`src/sms_cfg.svh`:
```
// Constants of the serial memory pin-level slave.
// Assumes inclusion by bare name from the package and the design modules.
`ifndef SMS_CFG_SVH
`define SMS_CFG_SVH

// =====================================================================
// Timing
`define SMS_SYS_CLK_HZ  125000000
`define SMS_SCK_MAX_HZ  16000000
// Least system cycles per serial clock half period that sampling needs
`define SMS_MIN_HALF_CYC 3

// =====================================================================
// Synchroniser lane positions
`define SMS_PIN_CS   0
`define SMS_PIN_SCK  1
`define SMS_PIN_SI   2
`define SMS_PIN_HOLD 3
`define SMS_PIN_WP   4
`define SMS_PIN_NUM  5

// =====================================================================
// Frame layout and reset values
`define SMS_BYTE_W     8
`define SMS_CNT_W      3
`define SMS_LAST_BIT   3'h7
`define SMS_PIN_RST    5'h1b
`define SMS_BUF_DEPTH  2

`endif

```
`src/sms_pkg.sv`:
```
// Types of the serial memory pin-level slave.
// Assumes sms_cfg.svh is on the include path.
`include "sms_cfg.svh"

package sms_pkg;

	// =================================================================
	// Received byte with its position in the frame
	typedef struct packed
	{
		logic                    first;
		logic [`SMS_BYTE_W-1:0] data;
	} sms_rx_t;

	// =================================================================
	// Frame state
	typedef enum logic [1:0]
	{
		SMS_IDLE   = 2'b00,
		SMS_ACTIVE = 2'b01,
		SMS_IGNORE = 2'b10
	} sms_state_t;

endpackage

```
`src/sms_buf2.sv`:
```
// Two-entry buffer with valid and ready on both sides.
// Assumes one clock; read data come out of a register.
`include "sms_cfg.svh"

module sms_buf2
#(
	parameter int W     = 9,
	parameter int DEPTH = `SMS_BUF_DEPTH
)
(
	input  wire logic         clk,
	input  wire logic         rst_n,
	input  wire logic         in_valid,
	output logic              in_ready,
	input  wire logic [W-1:0] in_data,
	output logic              out_valid,
	input  wire logic         out_ready,
	output logic [W-1:0]      out_data
);

	// =================================================================
	// Elaboration check
	if (DEPTH != 2)
	begin : g_depth_chk
		$error("sms_buf2 serves exactly two entries");
	end

	logic [W-1:0] head_r;
	logic [W-1:0] tail_r;
	logic [1:0]   cnt_r;
	logic         push;
	logic         pop;

	assign in_ready  = (cnt_r != 2'h2);
	assign out_valid = (cnt_r != 2'h0);
	assign push      = in_valid & in_ready;
	assign pop       = out_valid & out_ready;
	assign out_data  = head_r;

	// =================================================================
	// Occupancy
	always_ff @(posedge clk or negedge rst_n)
	begin
		if (!rst_n)
			cnt_r <= 2'h0;
		else if (push & ~pop)
			cnt_r <= cnt_r + 2'h1;
		else if (pop & ~push)
			cnt_r <= cnt_r - 2'h1;
	end

	// =================================================================
	// Storage
	always_ff @(posedge clk or negedge rst_n)
	begin
		if (!rst_n)
		begin
			head_r <= '0;
			tail_r <= '0;
		end
		else
		begin
			if (pop)
				head_r <= (cnt_r == 2'h2) ? tail_r : in_data;
			else if (push & (cnt_r == 2'h0))
				head_r <= in_data;
			if (push & ((cnt_r == 2'h2) | ((cnt_r == 2'h1) & ~pop)))
				tail_r <= in_data;
		end
	end

	no_overfill_a: assert property (@(posedge clk) disable iff (!rst_n)
		cnt_r <= 2'h2)
		else $error("buffer count above two");

endmodule

```
`src/sms_spi_slave.sv`:
```
// Pin-level serial slave of a byte-wide serial memory.
// Assumes pins arrive asynchronous to sys_clk; user logic shares sys_clk.
`include "sms_cfg.svh"

module sms_spi_slave
#(
	parameter int SYS_CLK_HZ = `SMS_SYS_CLK_HZ,
	parameter int SCK_MAX_HZ = `SMS_SCK_MAX_HZ
)
(
	input  wire logic                    sys_clk,
	input  wire logic                    rst_n,
	input  wire logic                    cs_n,
	input  wire logic                    sck,
	input  wire logic                    si,
	output logic                         so,
	output logic                         so_oe,
	input  wire logic                    hold_n,
	input  wire logic                    wp_n,
	output sms_pkg::sms_rx_t             rx_word,
	output logic                         rx_valid,
	input  wire logic                    rx_ready,
	output logic                         rx_overrun,
	input  wire logic                    op_reject,
	input  wire logic                    tx_drive,
	input  wire logic [`SMS_BYTE_W-1:0] tx_data,
	input  wire logic                    tx_valid,
	output logic                         tx_ready,
	input  wire logic                    protect_pin_arm_bit,
	output logic                         sr_wr_ok,
	output logic                         selected
);

	// =================================================================
	// Elaboration check
	if (SYS_CLK_HZ / (2 * SCK_MAX_HZ) < `SMS_MIN_HALF_CYC)
	begin : g_rate_chk
		$error("sys_clk too slow to sample the serial clock");
	end

	logic [`SMS_PIN_NUM-1:0] sync1_r;
	logic [`SMS_PIN_NUM-1:0] sync2_r;
	logic                    sck_d_r;
	logic                    cs_q_r;
	sms_pkg::sms_state_t     state_r;
	logic [`SMS_CNT_W-1:0]   bit_cnt_r;
	logic                    first_r;
	logic [`SMS_BYTE_W-1:0]  rx_sh_r;
	logic [`SMS_BYTE_W-1:0]  tx_sh_r;
	logic                    so_r;
	logic                    oe_r;
	logic                    ovr_r;
	logic                    wr_ok_r;
	logic                    msb_seen_r;
	logic                    cs_s;
	logic                    sck_s;
	logic                    si_s;
	logic                    hold_s;
	logic                    wp_s;
	logic                    run;
	logic                    rise;
	logic                    fall;
	logic                    cs_fall;
	logic                    cs_rise;
	logic                    act;
	logic                    push;
	logic                    push_rdy;
	logic                    tx_load;
	sms_pkg::sms_rx_t        push_word;

	// =================================================================
	// Pin synchronisers
	localparam logic [`SMS_PIN_NUM-1:0] PIN_RST = `SMS_PIN_RST;

	genvar gi;
	for (gi = 0; gi < `SMS_PIN_NUM; gi++)
	begin : g_sync
		always_ff @(posedge sys_clk or negedge rst_n)
		begin
			if (!rst_n)
			begin
				sync1_r[gi] <= PIN_RST[gi];
				sync2_r[gi] <= PIN_RST[gi];
			end
			else
			begin
				sync1_r[gi] <= (gi == `SMS_PIN_CS)   ? cs_n :
				               (gi == `SMS_PIN_SCK)  ? sck :
				               (gi == `SMS_PIN_SI)   ? si :
				               (gi == `SMS_PIN_HOLD) ? hold_n : wp_n;
				sync2_r[gi] <= sync1_r[gi];
			end
		end
	end

	assign cs_s   = sync2_r[`SMS_PIN_CS];
	assign sck_s  = sync2_r[`SMS_PIN_SCK];
	assign si_s   = sync2_r[`SMS_PIN_SI];
	assign hold_s = sync2_r[`SMS_PIN_HOLD];
	assign wp_s   = sync2_r[`SMS_PIN_WP];

	// =================================================================
	// Edge detection, frozen while paused
	assign run     = hold_s;
	assign act     = (state_r == sms_pkg::SMS_ACTIVE);
	assign rise    = run & act & sck_s & ~sck_d_r;
	assign fall    = run & act & ~sck_s & sck_d_r;
	assign cs_fall = run & cs_q_r & ~cs_s;
	assign cs_rise = run & ~cs_q_r & cs_s;

	always_ff @(posedge sys_clk or negedge rst_n)
	begin
		if (!rst_n)
			sck_d_r <= 1'b0;
		else
			sck_d_r <= sck_s;
	end

	// Chip select level seen by the slave; held during a pause
	always_ff @(posedge sys_clk or negedge rst_n)
	begin
		if (!rst_n)
			cs_q_r <= 1'b1;
		else if (run)
			cs_q_r <= cs_s;
	end

	// =================================================================
	// Frame state
	always_ff @(posedge sys_clk or negedge rst_n)
	begin
		if (!rst_n)
			state_r <= sms_pkg::SMS_IDLE;
		else
		begin
			case (state_r)
				sms_pkg::SMS_IDLE:
					if (cs_fall)
						state_r <= sms_pkg::SMS_ACTIVE;
				sms_pkg::SMS_ACTIVE:
					if (cs_rise)
						state_r <= sms_pkg::SMS_IDLE;
					else if (op_reject & run)
						state_r <= sms_pkg::SMS_IGNORE;
				sms_pkg::SMS_IGNORE:
					if (cs_rise)
						state_r <= sms_pkg::SMS_IDLE;
				default:
					state_r <= sms_pkg::SMS_IDLE;
			endcase
		end
	end

	// =================================================================
	// Receive path
	always_ff @(posedge sys_clk or negedge rst_n)
	begin
		if (!rst_n)
		begin
			bit_cnt_r <= '0;
			first_r   <= 1'b0;
			rx_sh_r   <= '0;
		end
		else if (cs_fall)
		begin
			bit_cnt_r <= '0;
			first_r   <= 1'b1;
		end
		else if (rise)
		begin
			rx_sh_r   <= {rx_sh_r[`SMS_BYTE_W-2:0], si_s};
			bit_cnt_r <= bit_cnt_r + 3'h1;
			if (bit_cnt_r == `SMS_LAST_BIT)
				first_r <= 1'b0;
		end
	end

	assign push       = rise & (bit_cnt_r == `SMS_LAST_BIT);
	assign push_word  = '{first: first_r, data: {rx_sh_r[`SMS_BYTE_W-2:0], si_s}};

	sms_buf2
	#(
		.W     ($bits(sms_pkg::sms_rx_t)),
		.DEPTH (`SMS_BUF_DEPTH)
	)
	u_rx_buf
	(
		.clk       (sys_clk),
		.rst_n     (rst_n),
		.in_valid  (push),
		.in_ready  (push_rdy),
		.in_data   (push_word),
		.out_valid (rx_valid),
		.out_ready (rx_ready),
		.out_data  (rx_word)
	);

	// Lost byte; a new push wins over the clear at selection
	always_ff @(posedge sys_clk or negedge rst_n)
	begin
		if (!rst_n)
			ovr_r <= 1'b0;
		else if (push & ~push_rdy)
			ovr_r <= 1'b1;
		else if (cs_fall)
			ovr_r <= 1'b0;
	end

	assign rx_overrun = ovr_r;

	// First bit of each byte, kept apart from the shifter
	always_ff @(posedge sys_clk or negedge rst_n)
	begin
		if (!rst_n)
			msb_seen_r <= 1'b0;
		else if (rise & (bit_cnt_r == '0))
			msb_seen_r <= si_s;
	end

	// =================================================================
	// Transmit path
	assign tx_load  = fall & (bit_cnt_r == '0) & tx_drive & tx_valid;
	assign tx_ready = tx_load;

	always_ff @(posedge sys_clk or negedge rst_n)
	begin
		if (!rst_n)
		begin
			tx_sh_r <= '0;
			so_r    <= 1'b0;
			oe_r    <= 1'b0;
		end
		else if (!act)
			oe_r <= 1'b0;
		else if (fall)
		begin
			if (tx_load)
			begin
				so_r    <= tx_data[`SMS_BYTE_W-1];
				tx_sh_r <= {tx_data[`SMS_BYTE_W-2:0], 1'b0};
				oe_r    <= 1'b1;
			end
			else if (bit_cnt_r == '0)
				oe_r <= 1'b0;
			else
			begin
				so_r    <= tx_sh_r[`SMS_BYTE_W-1];
				tx_sh_r <= {tx_sh_r[`SMS_BYTE_W-2:0], 1'b0};
			end
		end
	end

	assign so    = so_r;
	assign so_oe = oe_r & hold_s & act;

	// =================================================================
	// Status register write guard
	always_ff @(posedge sys_clk or negedge rst_n)
	begin
		if (!rst_n)
			wr_ok_r <= 1'b0;
		else
			wr_ok_r <= ~(protect_pin_arm_bit & ~wp_s);
	end

	assign sr_wr_ok = wr_ok_r;
	assign selected = ~cs_q_r;

	// =================================================================
	// Checks
	idle_release_a: assert property (@(posedge sys_clk) disable iff (!rst_n)
		cs_q_r |-> !so_oe)
		else $error("output driven while deselected");

	pause_release_a: assert property (@(posedge sys_clk) disable iff (!rst_n)
		!hold_s |-> !so_oe)
		else $error("output driven while paused");

	pause_freeze_a: assert property (@(posedge sys_clk) disable iff (!rst_n)
		!hold_s ##1 !hold_s |-> $stable(bit_cnt_r) && $stable(cs_q_r))
		else $error("state moved while paused");

	rise_count_a: assert property (@(posedge sys_clk) disable iff (!rst_n)
		rise |=> bit_cnt_r == $past(bit_cnt_r) + 3'h1)
		else $error("bit count missed a rising edge");

	no_edge_idle_a: assert property (@(posedge sys_clk) disable iff (!rst_n)
		!act |=> $stable(bit_cnt_r) || $past(cs_fall))
		else $error("bit count moved while not selected");

	select_start_a: assert property (@(posedge sys_clk) disable iff (!rst_n)
		cs_fall |=> bit_cnt_r == '0 && first_r ##0 (!push) [*2])
		else $error("frame did not restart at selection");

	msb_first_a: assert property (@(posedge sys_clk) disable iff (!rst_n)
		push |-> push_word.data[7] == msb_seen_r && push_word.data[0] == si_s)
		else $error("received byte not in order");

	reject_quiet_a: assert property (@(posedge sys_clk) disable iff (!rst_n)
		state_r == sms_pkg::SMS_IGNORE |-> !so_oe && !push)
		else $error("activity after a rejected opcode");

	guard_write_a: assert property (@(posedge sys_clk) disable iff (!rst_n)
		protect_pin_arm_bit && !wp_s |=> !sr_wr_ok)
		else $error("status write allowed while protected");

	out_on_fall_a: assert property (@(posedge sys_clk) disable iff (!rst_n)
		$changed(so_r) |-> $past(fall))
		else $error("output changed off a falling edge");

	byte_cover_c: cover property (@(posedge sys_clk) disable iff (!rst_n) push && first_r);
	read_cover_c: cover property (@(posedge sys_clk) disable iff (!rst_n) tx_load);
	pause_cover_c: cover property (@(posedge sys_clk) disable iff (!rst_n)
		act && bit_cnt_r != '0 && !hold_s);
	reject_cover_c: cover property (@(posedge sys_clk) disable iff (!rst_n)
		state_r == sms_pkg::SMS_IGNORE);

endmodule

```
`config.mk`:
```
export PLATFORM = sky130hd
export DESIGN_NAME = sms_spi_slave
export DESIGN_NICKNAME = d
export VERILOG_FILES = /design/src/sms_pkg.sv /design/src/sms_buf2.sv /design/src/sms_spi_slave.sv
export VERILOG_INCLUDE_DIRS = /design/src
export SDC_FILE = /design/constraint.sdc
export NUM_CORES = 1
export LEC_CHECK = 0
export BUFFER_PORTS_ARGS = -buffer_cell sky130_fd_sc_hd__clkbuf_2
export CAP_MARGIN = 20
export CORE_ASPECT_RATIO = 1.2
export CORE_MARGIN = 5
export CORE_UTILIZATION = 45
export DETAILED_ROUTE_END_ITERATION = 12
export GPL_TIMING_DRIVEN = 0
export PLACE_DENSITY_LB_ADDON = 0.08
export SLEW_MARGIN = 10
export SYNTH_ARGS = -nofsm -noshare
export SYNTH_HDL_FRONTEND = slang
export SYNTH_SLANG_ARGS = --single-unit
```
`constraint.sdc`:
```
create_clock -name sys_clk -period 4.05 [get_ports sys_clk]
set_clock_uncertainty 0.2 [all_clocks]
set_input_delay 1.215 -clock sys_clk [delete_from_list [all_inputs] [get_ports sys_clk]]
set_output_delay 1.215 -clock sys_clk [all_outputs]
set_load 0.03 [all_outputs]
```
Yosys cells after proc, flatten, opt, wreduce, memory -nomap -nowiden
Index checks and enable logic that the tools add are counted.
{"block": "op_classes", "n_addsub": 3, "n_reduce_logical": 14, "shift": 0, "eq_ne": 12, "bitwise": 36, "n_mux": 25, "multipliers": 0, "magnitude_cmp": 0, "div": 0}
{"operator": "$mux W9", "n": 3}
{"operator": "$and A1 B1 Y1", "n": 25}
{"operator": "$mux W8", "n": 2}
{"operator": "$mux W2", "n": 6}
{"operator": "$reduce_bool A2 Y1", "n": 6}
{"operator": "$mux W1", "n": 11}
{"operator": "$ne A2 B2 Y1 const B", "n": 5}
{"operator": "$not A1 Y1", "n": 10}
{"operator": "$mux W3", "n": 2}
{"operator": "$ne A3 B2 Y1 const B", "n": 2}
{"operator": "$pmux W2 S3", "n": 1}
{"operator": "$reduce_and A2 Y1", "n": 3}
{"operator": "$reduce_and A3 Y1", "n": 2}
{"operator": "$eq A2 B1 Y1 const B", "n": 2}
{"operator": "$eq A2 B2 Y1 const B", "n": 2}
{"operator": "$logic_not A2 Y1", "n": 2}
{"operator": "$add A3 B1 Y3 const B", "n": 1}
{"operator": "$eq A3 B3 Y1 const B", "n": 1}
{"operator": "$logic_not A3 Y1", "n": 1}
{"operator": "$add A2 B1 Y2 const B", "n": 1}
{"operator": "$sub A2 B1 Y2 const B", "n": 1}
{"operator": "$or A1 B1 Y1", "n": 1}
{"block": "word_totals", "input_bits": 20, "wordCells": 114, "reg_bits": 57, "rom_bits": 0, "mem_bits_rw": 0, "n_memories": 0, "output_inout_bits": 16, "latchBits": 0}

Depth between registers and ports, before layout
Gate-level depths: netlist of the first run.
{"block": "depth", "depth_word": 10, "depth_mapped": 7, "depth_no_buf": 7}

Modules after synthesis
Synthesis of the first run repeated with hierarchy kept, for this count alone.
{"block": "hier_totals", "hier_cells": 184, "area_unflattened_um2": 2456.1}
{"mod": "sms_spi_slave", "area_each_um2": 1473.9, "instances": 1, "seq_area_each_um2": 912.1, "cells_each": 113}
{"mod": "sms_buf2", "area_each_um2": 982.2, "instances": 1, "seq_area_each_um2": 500.5, "cells_each": 71}

Least setup slack after synthesis of the first run
Ideal clock, no wire load.
{"block": "synth_timing", "kind": "input -> output", "start": "input tx_valid", "end": "output tx_ready", "t_required_ns": 2.635, "cell_stages": 2, "arrival_time_ns": 2.217, "slack_ns": 0.418, "n_path_buf": 0, "path_cell_list": "nand4b_1 > nor3_1"}
{"block": "synth_between", "elab_chain_len": 1}
{"element": "start, declared", "line": "sms_spi_slave.sv:27", "source": "input wire logic tx_valid,"}
{"element": "$and A1 B1 Y1", "line": "sms_spi_slave.sv:222", "source": "assign tx_load = fall & (bit_cnt_r == '0) & tx_drive & tx_valid;"}
{"element": "end, declared", "line": "sms_spi_slave.sv:28", "source": "output logic tx_ready,"}
No other way between the ends.

Final worst setup path of the first run
Same ends and word-level chain as after synthesis.

==> summary.md, run 1 <==
| Metric | Value |
|---|---|
| Area growth from synthesis to layout | 14.0% |
| Number of global-route vias before repair | roughly 1,700 |
| DRC errors left | 0 |
| Total of cells resized after clock tree synthesis | 0 |
| DRC violation total after the first TritonRoute iteration | 55 |
| Worst slew margin | 0.502 |
| Timing-limited maximum frequency | ~0.28 GHz |
| Root cell of the clock tree | clkbuf_8 |
| TritonCTS clock tree | done |
| Die height | 91.0 um |
| Number of placement rows | 29 |
| Number of antenna violations at the first check in global routing | 0 |
| Status | finished clean |
| Static leakage | approximately 1.4 nW |
| I/O Pins | 36 |
| Clock buffer count from CTS | 5 |
| Pin count of the biggest net entering global routing | 57 |
| Global-route wire length before repair | ~7600 um |
| Count of non-filler cells in the finished layout | ~280 |
| Final antenna diode count | 0 |
| Capturing element type of the critical path | primary output |
| Wire length per cell | 15.8 um |
| Warnings from Yosys | 0 |
| Placer Congestion | 0.749 |
| Classification of the worst setup path | in -> out |
| HPWL Detailed | roughly 3200 um |
| Synthesized area divided by synthesized cell count | roughly 14 sq um |
| CTS clk-pin slew, worst paths | approximately 0.10 ns |
| Max-capacitance violation count | 0 |
| Shortest clock period the worst path allows after layout | 3.57 ns |
| Final-layout setup total negative slack | 0 ns |
| Core box area | around 5300 sq um |
| Vias/cell | between 5 and 6 |
| Proportion of synthesized flip-flops having asynchronous set or reset | 1.00 |
| Proportion of synthesized chip area in sequential cells | 0.574 |
| Number of flops mapped to enable cells by yosys | 0 |
| TritonRoute pass-1 iters | 4 |
| CTS sink count | 56 |
| CP Data Required Time | around 2.6 ns |
| Slowest cell on the critical path | nor3_1 |
| Final Setup Violations | 0 |
| Critical path data arrival time | between 2 and 2.5 ns |
| Total of hold buffers inserted after clock tree synthesis | 0 |
| Starting density of the core | 0.465 |
| Source-to-sink clock delay at the later pin of the worst-skew pair | about 0.3 ns |
| Worst hold path class | reg -> reg |
| Worst supply voltage drop on vdd | between 0.0002 and 0.0003 V |
| Area enclosed by the die boundary | 7050 sq um |
| Overall track demand over capacity in global routing | 0.136 |
| Final wirelength | 4430 um |
| Layout Utilization | 0.530 |
| RSZ-0062 raised after global routing | false |
| Dominant register cell in the synthesized netlist | dfrtp_1 |
| Slew Viols, Final | 0 |
| Syn_nets | approximately 200 |
| Endpoints failing hold | 0 |
| Critical Path Start Type | input port |
| Placement Cell Area | around 2700 sq um |
| Layout cells sized above 1 | 0.416 |
| Final period util | 0.881 |
| Mapped Cells | around 180 |
| Netlist cell types | 39 |
| Combined area of all synthesized cells | about 2500 sq um |
| Final net count | 245 |
| Most frequent CP cell | clkbuf_2 |
| Port Buffers | 35 |
| Total congestion overflow after global routing | 0 |
| Fill count | between 400 and 500 |
| Maximum net fanout on the critical path | 8 |
| Total number of vias | about 1,500 |
| CP cell instances | clkbuf_2, nand4b_1, nor3_1, clkbuf_2 |
| Max incr delay on CP | ~0.30 ns |
| Setup Buffers After CTS | 0 |
| Worst-margin pin slew | between 0.7 and 0.8 ns |
| Final Total Pwr | ~1.4 mW |
| Number of synthesized register bits | between 50 and 60 |
| Number of levels the H-tree was split into | 2 |
| Power per unit of standard cell area | around 500 nW/um^2 |
| Placed cell count | around 270 |
| Summed area of non-filler cells in the final layout | between 2000 and 3000 sq um |
| Buffer depth of the longest clock path | 2 |
| X dimension of the die | about 78 um |
| Remaining antenna violation count | 0 |
==> sequential cells by signal, summed over array words and instances (netlist names) <==
register           flops
first_r                1
cs_s                   1
si_s                   1
rx_overrun             1
so                     1
u_rx_buf.cnt_r         2
rx_sh_r                7
hold_s                 1
sck_s                  1
tx_sh_r                7
cs_q_r                 1
u_rx_buf.out_data      9
oe_r                   1
wp_s                   1
u_rx_buf.tail_r        9
bit_cnt_r              3
sr_wr_ok               1
sync1_r                5
state_r                2
sck_d_r                1
==> critical path, delay by kind of cell <==
kind / cells / cell delay, ns
buffers and inverters: 2 / 0.35
and+or+nand+nor: 2 / 0.59
==> final timing paths <==
kind / startpoint / end / slack [ns] / cells after the start
worst max-delay path: tx_valid / tx_ready / 0.48 / 4
worst min-delay path: sync1_r[4]$_DFF_PN1_ / wp_s$_DFF_PN1_ / 0.15 / 0
worst max register to register: u_rx_buf.cnt_r[0]$_DFFE_PN0P_ / u_rx_buf.tail_r[0]$_DFFE_PN0P_ / 1.72 / 6
worst min register to register: sync1_r[4]$_DFF_PN1_ / wp_s$_DFF_PN1_ / 0.15 / 0
max in group asynchronous: rst_n / u_rx_buf.out_data[7]$_DFFE_PN0P_ / 2.37 / 1
min in group asynchronous: rst_n / state_r[0]$_DFFE_PN0P_ / 0.79 / 1
==> per-layer routing <==
| layer | GRT usage | share of wire |
|---|---|---|
| met4 | 0.0630 | 0.018 |
| met5 | 0 | 0 |
| met3 | 0.0446 | 0.056 |
| met1 | 0.157 | 0.40 |
| met2 | 0.226 | 0.52 |
==> cell type report <==
type	instances	area, sq um	share of cell area
Multi-Input combinational cell	105	980	0.349
Inverter	11	41.3	0.0147
Timing Repair Buffer	35	178	0.0633
Clock buffer	8	90.1	0.0321
Tap cell	62	77.6	0.0276
Buffer	4	27.5	0.00981
Sequential cell	56	1410	0.503
==> cell families after synthesis <==
logic type	synth area share
simple gates	0.0813
mux	0.174
xor+xnor	0.00712
fa+ha+maj	0.0356
compound gates	0.100
flops	0.574
buf+inv	0.0280
==> placed cells by master (no fill, tap or decap), drive strengths merged, types with 2 or more instances in the layout <==
master and instances:
clkbuf 44, a2bb2oi 7, nor2b 4, buf 3, nor2 3, o31ai 2
and3b 2, mux2 35, a22o 2, ha 7, dfrtp 47, o21ai 4
nand2b 5, inv 11, dfstp 9, a21oi 3, nand3b 4, nand2 3
a21o 2, o22ai 8
==> cells in the mapped netlist, types with 2 or more instances <==
| library cell | count | share of area |
|---|---|---|
| mux2_2 | 26 | 0.12 |
| a22o_1 | 2 | 0.0071 |
| o22ai_1 | 8 | 0.020 |
| a2bb2oi_1 | 7 | 0.025 |
| nand3b_1 | 3 | 0.0092 |
| inv_1 | 11 | 0.017 |
| nand2b_1 | 5 | 0.013 |
| and3b_1 | 2 | 0.0071 |
| dfstp_2 | 9 | 0.096 |
| o21ai_0 | 4 | 0.0081 |
| ha_1 | 7 | 0.036 |
| nor2b_1 | 4 | 0.010 |
| nor2_1 | 3 | 0.0046 |
| nand2_1 | 3 | 0.0046 |
| mux2_4 | 9 | 0.055 |
| dfrtp_1 | 47 | 0.48 |
| a21o_1 | 2 | 0.0061 |
| a21oi_1 | 3 | 0.0061 |
==> metrics by stage <==
| step | hold slack (ns) | setup slack, ns |
|---|---|---|
| global placement | 0.134 | 0.512 |
| floorplan | 0.131 | 0.418 |
| global route | 0.159 | 0.367 |
| finish | 0.149 | 0.484 |
| detailed placement | 0.140 | 0.482 |
| CTS | 0.153 | 0.486 |
==> power breakdown <==
part	total (mW)	leakage [nW]	switching [mW]	internal, mW
combinational	0.390	0.639	0.218	0.172
sequential	0.711	0.686	0.0615	0.650
clock	0.310	0.0455	0.170	0.140
Power figures use the tool's default switching activity.
==> run 2: changes to the inputs <==
Settings changed: ABC_AREA from default to 1.
==> run 2 against run 1 <==
  * Global-route usage is 1.3 points higher
  * Cell count grew 41%
  * Largest power group unchanged
  * Synthesized cell count increased by 64%
  * Largest cell class unchanged
  * Critical path type unchanged
  * Clock-buffer cell count is 1 lower
  * Via count is 27% higher
  * Final area rose by 3.9%
  * Flip-flop and latch count unchanged
==> summary.md, run 2 <==
| Metric | Value |
|---|---|
| Overall track demand over capacity in global routing | 0.149 (+0.0134) |
| Synthesized area divided by synthesized cell count | 8.90 sq um (-36%) |
| Mapped Cells | 288 (+64%) |
| Static leakage | 1.62 nW (+18%) |
| Placed cell count | 387 (+42%) |
| Worst-margin pin slew | 0.770 ns (+0.0225 ns) |
| RSZ-0062 raised after global routing | false |
| Maximum net fanout on the critical path | 9 (+1) |
| Remaining antenna violation count | 0 (unchanged) |
| Layout cells sized above 1 | 0.202 (-0.213) |
| Critical Path Source | tx_valid |
| Setup Buffers After CTS | 0 (unchanged) |
| Starting density of the core | 0.458 (-0.00618) |
| Number of levels the H-tree was split into | 2 (unchanged) |
| Cell type with the highest aggregate area in the netlist | dfrtp_1 |
| Count of non-filler cells in the finished layout | 395 (+41%) |
| Final antenna diode count | 0 (unchanged) |
| Total congestion overflow after global routing | 0 (unchanged) |
| Status | finished clean |
| DRC violation total after the first TritonRoute iteration | 123 (+120%) |
| Slack of the worst reg-to-reg path | 1.76 ns (+0.04 ns) |
| Portion of synthesized cell area occupied by the leading cell type | 0.459 (-0.0191) |
| Area enclosed by the die boundary | 7310 sq um (+3.7%) |
| Endpoints failing hold | 0 (unchanged) |
| Wire length per cell | 12.5 um (-21%) |
| Number of synthesized register bits | 56 (unchanged) |
| Slew Viols, Final | 0 (unchanged) |
| Classification of the worst setup path | in -> out |
| TritonRoute pass-1 iters | 4 (unchanged) |
| Total of hold buffers inserted after clock tree synthesis | 0 (unchanged) |
| Leading cell type in the layout, fill and taps excluded | nand2_1 |
| Timing-limited maximum frequency | 0.285 GHz (+1.5%) |
| Shortest clock period the worst path allows after layout | 3.51 ns (-0.0534 ns) |
| Pin count of the biggest net entering global routing | 57 (unchanged) |
| Final Total Pwr | 1.50 mW (+6.7%) |
| Final Setup Violations | 0 (unchanged) |
| Fraction of power consumed by sequential logic | 0.476 (-0.028) |
| HPWL Detailed | 3480 um (+10%) |
| Area growth from synthesis to layout | 13.7% |
| TritonCTS clock tree | done |
| X dimension of the die | 78.9 um (+1.8%) |
| Power share of the combinational group | 0.314 (+0.037) |
| Number of antenna violations at the first check in global routing | 0 (unchanged) |
| Top library cells by usage in the layout, fill and taps aside | nand2_1, dfrtp_1, inv_1 |
| Number of placement rows | 30 (+3.4%) |
| Source-to-sink clock delay at the later pin of the worst-skew pair | 0.30 ns (about the same) |
| Critical path data arrival time | 2.10 ns (-0.05 ns) |
| Worst supply voltage drop on vdd | 0.000209 V (-29%) |
| Clock buffer count from CTS | 5 (unchanged) |
| DRC errors left | 0 (unchanged) |
| Power per unit of standard cell area | 516 nW/um^2 (+2.7%) |
| Global-route wire length before repair | 8640 um (+13%) |
| Switching component of the power | 565 uW (+26%) |
| Final net count | 357 (+46%) |
| Final wirelength | 4950 um (+12%) |
| Combined area of all synthesized cells | 2560 sq um (+4.2%) |
| Clk network pwr share | 0.209 (-0.010) |
| Vias/cell | 4.89 (-9.6%) |
| Total of cells resized after clock tree synthesis | 0 (unchanged) |
| Placer Congestion | 0.761 (+1.6%) |
| Netlist cell types | 27 (-31%) |
| Proportion of synthesized chip area in sequential cells | 0.551 (-0.0230) |
| Max-capacitance violation count | 0 (unchanged) |
| Worst slew margin | 0.487 (-0.0150) |
| Leading cell types by total area after synthesis | dfrtp_1, nand2_1, dfstp_2 |
| Core box area | 5590 sq um (+5.6%) |
| Root cell of the clock tree | clkbuf_8 |
| Final-layout setup total negative slack | 0 ns (unchanged) |
| CP Data Required Time | 2.63 ns (about the same) |
| Die height | 92.7 um (+1.8%) |
| CTS sink count | 56 (unchanged) |
| Worst hold path class | reg -> reg |
| Dominant register cell in the synthesized netlist | dfrtp_1 |
| I/O Pins | 36 (unchanged) |
| Crit path capture | tx_ready |
| Number of flops mapped to enable cells by yosys | 0 (unchanged) |
| Setup WS post-layout | 0.537 ns (+0.0534 ns) |
| Cell depth of the worst flop-to-flop path | 8 (+2) |
| Buffer depth of the longest clock path | 2 (unchanged) |
| Capturing element type of the critical path | primary output |
| Warnings from Yosys | 0 (unchanged) |
| Syn_nets | 315 (+55%) |
| Cell with the most instances after synthesis | nand2_1 |
| Share of total power consumed by net switching | 0.376 (+0.0576) |
| Port Buffers | 35 (unchanged) |
| Number of global-route vias before repair | 1,890 (+14%) |
| Worst R2R Start | u_rx_buf.cnt_r[0]$_DFFE_PN0P_ |
| Final period util | 0.867 (-0.0132) |
| Hold wc startpoint | sync1_r[2]$_DFF_PN0_ |
| CTS clk-pin slew, worst paths | 0.09 ns (about the same) |
| Total number of vias | 1,931 (+27%) |
| Proportion of synthesized flip-flops having asynchronous set or reset | 1.00 (unchanged) |
| Endpoint of the lowest-slack register-to-register path | u_rx_buf.cnt_r[1]$_DFFE_PN0P_ |
| Critical Path Start Type | input port |
| Internal power summed over all cells | 939 uW (-2.3%) |
| Setup slack at placement | 0.531 ns (+0.0492 ns) |
| Final hold slack | 0.157 ns (+0.00783 ns) |
| Most used standard cells in the synthesized netlist | nand2_1, dfrtp_1, inv_1 |
## run 2: changes by cell type after synthesis, sizes merged, moves of 4 or more
cell and delta:
o21ai +13, nand4 +10, mux2 -35, nand2 +90, inv +30, a2bb2oi -7
nand3b -4, nor2b -4, a21oi +5, nor2 +11, nand3 +33, nand2b -5
o22ai -8
## run 2: stage by stage
stage / util / cell area, sq um
after floorplan: - / 2560
after detailed placement: 0.504 / 2820
after global routing: 0.521 / 2920
final: 0.521 / 2920
after CTS: 0.521 / 2920
after global placement: 0.504 / 2820
## run 2: critical path, stage by stage
cell,delay (ns)
clkbuf_2,0.08
nand2_1,0.05
clkinv_1,0.23
nand3_2,0.26
inv_1,0.08
clkbuf_2,0.18
## run 2: worst min path at each step
stage | endpoint | slack [ns] | cells past startpoint
6_report | si_s$_DFF_PN0_ | 0.16 | 0
3_3_place_gp | si_s$_DFF_PN0_ | 0.14 | 0
3_5_place_dp | si_s$_DFF_PN0_ | 0.14 | 0
5_1_grt | hold_s$_DFF_PN1_ | 0.17 | 0
4_1_cts | cs_s$_DFF_PN1_ | 0.16 | 0
2_1_floorplan | si_s$_DFF_PN0_ | 0.13 | 0
## run 2: final cells by class
cell class | instances | area, sq um
Fill cell | 541 | 2680
Sequential cell | 56 | 1410
Multi-Input combinational cell | 185 | 958
Timing Repair Buffer | 35 | 178
Inverter | 43 | 161
Clock buffer | 7 | 86.3
Tap cell | 64 | 80.1
Buffer | 4 | 31.3
Clock inverter | 1 | 7.51
## run 2: kinds of logic after synthesis
group                      synth area share
adders and majority gates            0.0342
buffers and inverters                0.0752
DFF                                   0.551
and+or+nand+nor                       0.283
xor gates and xnor gates            0.00683
AOI/OAI and AO/OA                    0.0503
## run 2: per-layer routing
layer	up-vias	share of wire	GRT usage
met5	-	0	0
met4	0	0.012	0.0444
met3	5	0.035	0.0360
met2	25	0.51	0.265
met1	907	0.45	0.177
li1	994	-	-
## run 2: power by group through the flow
stage | registers, mW | logic [mW] | clock network (mW)
6_report | 0.717 | 0.473 | 0.315
5_1_grt | 0.731 | 0.535 | 0.358
3_5_place_dp | 0.729 | 0.482 | 0
2_1_floorplan | 0.775 | 0.298 | 0
3_3_place_gp | 0.725 | 0.475 | 0
4_1_cts | 0.718 | 0.484 | 0.330
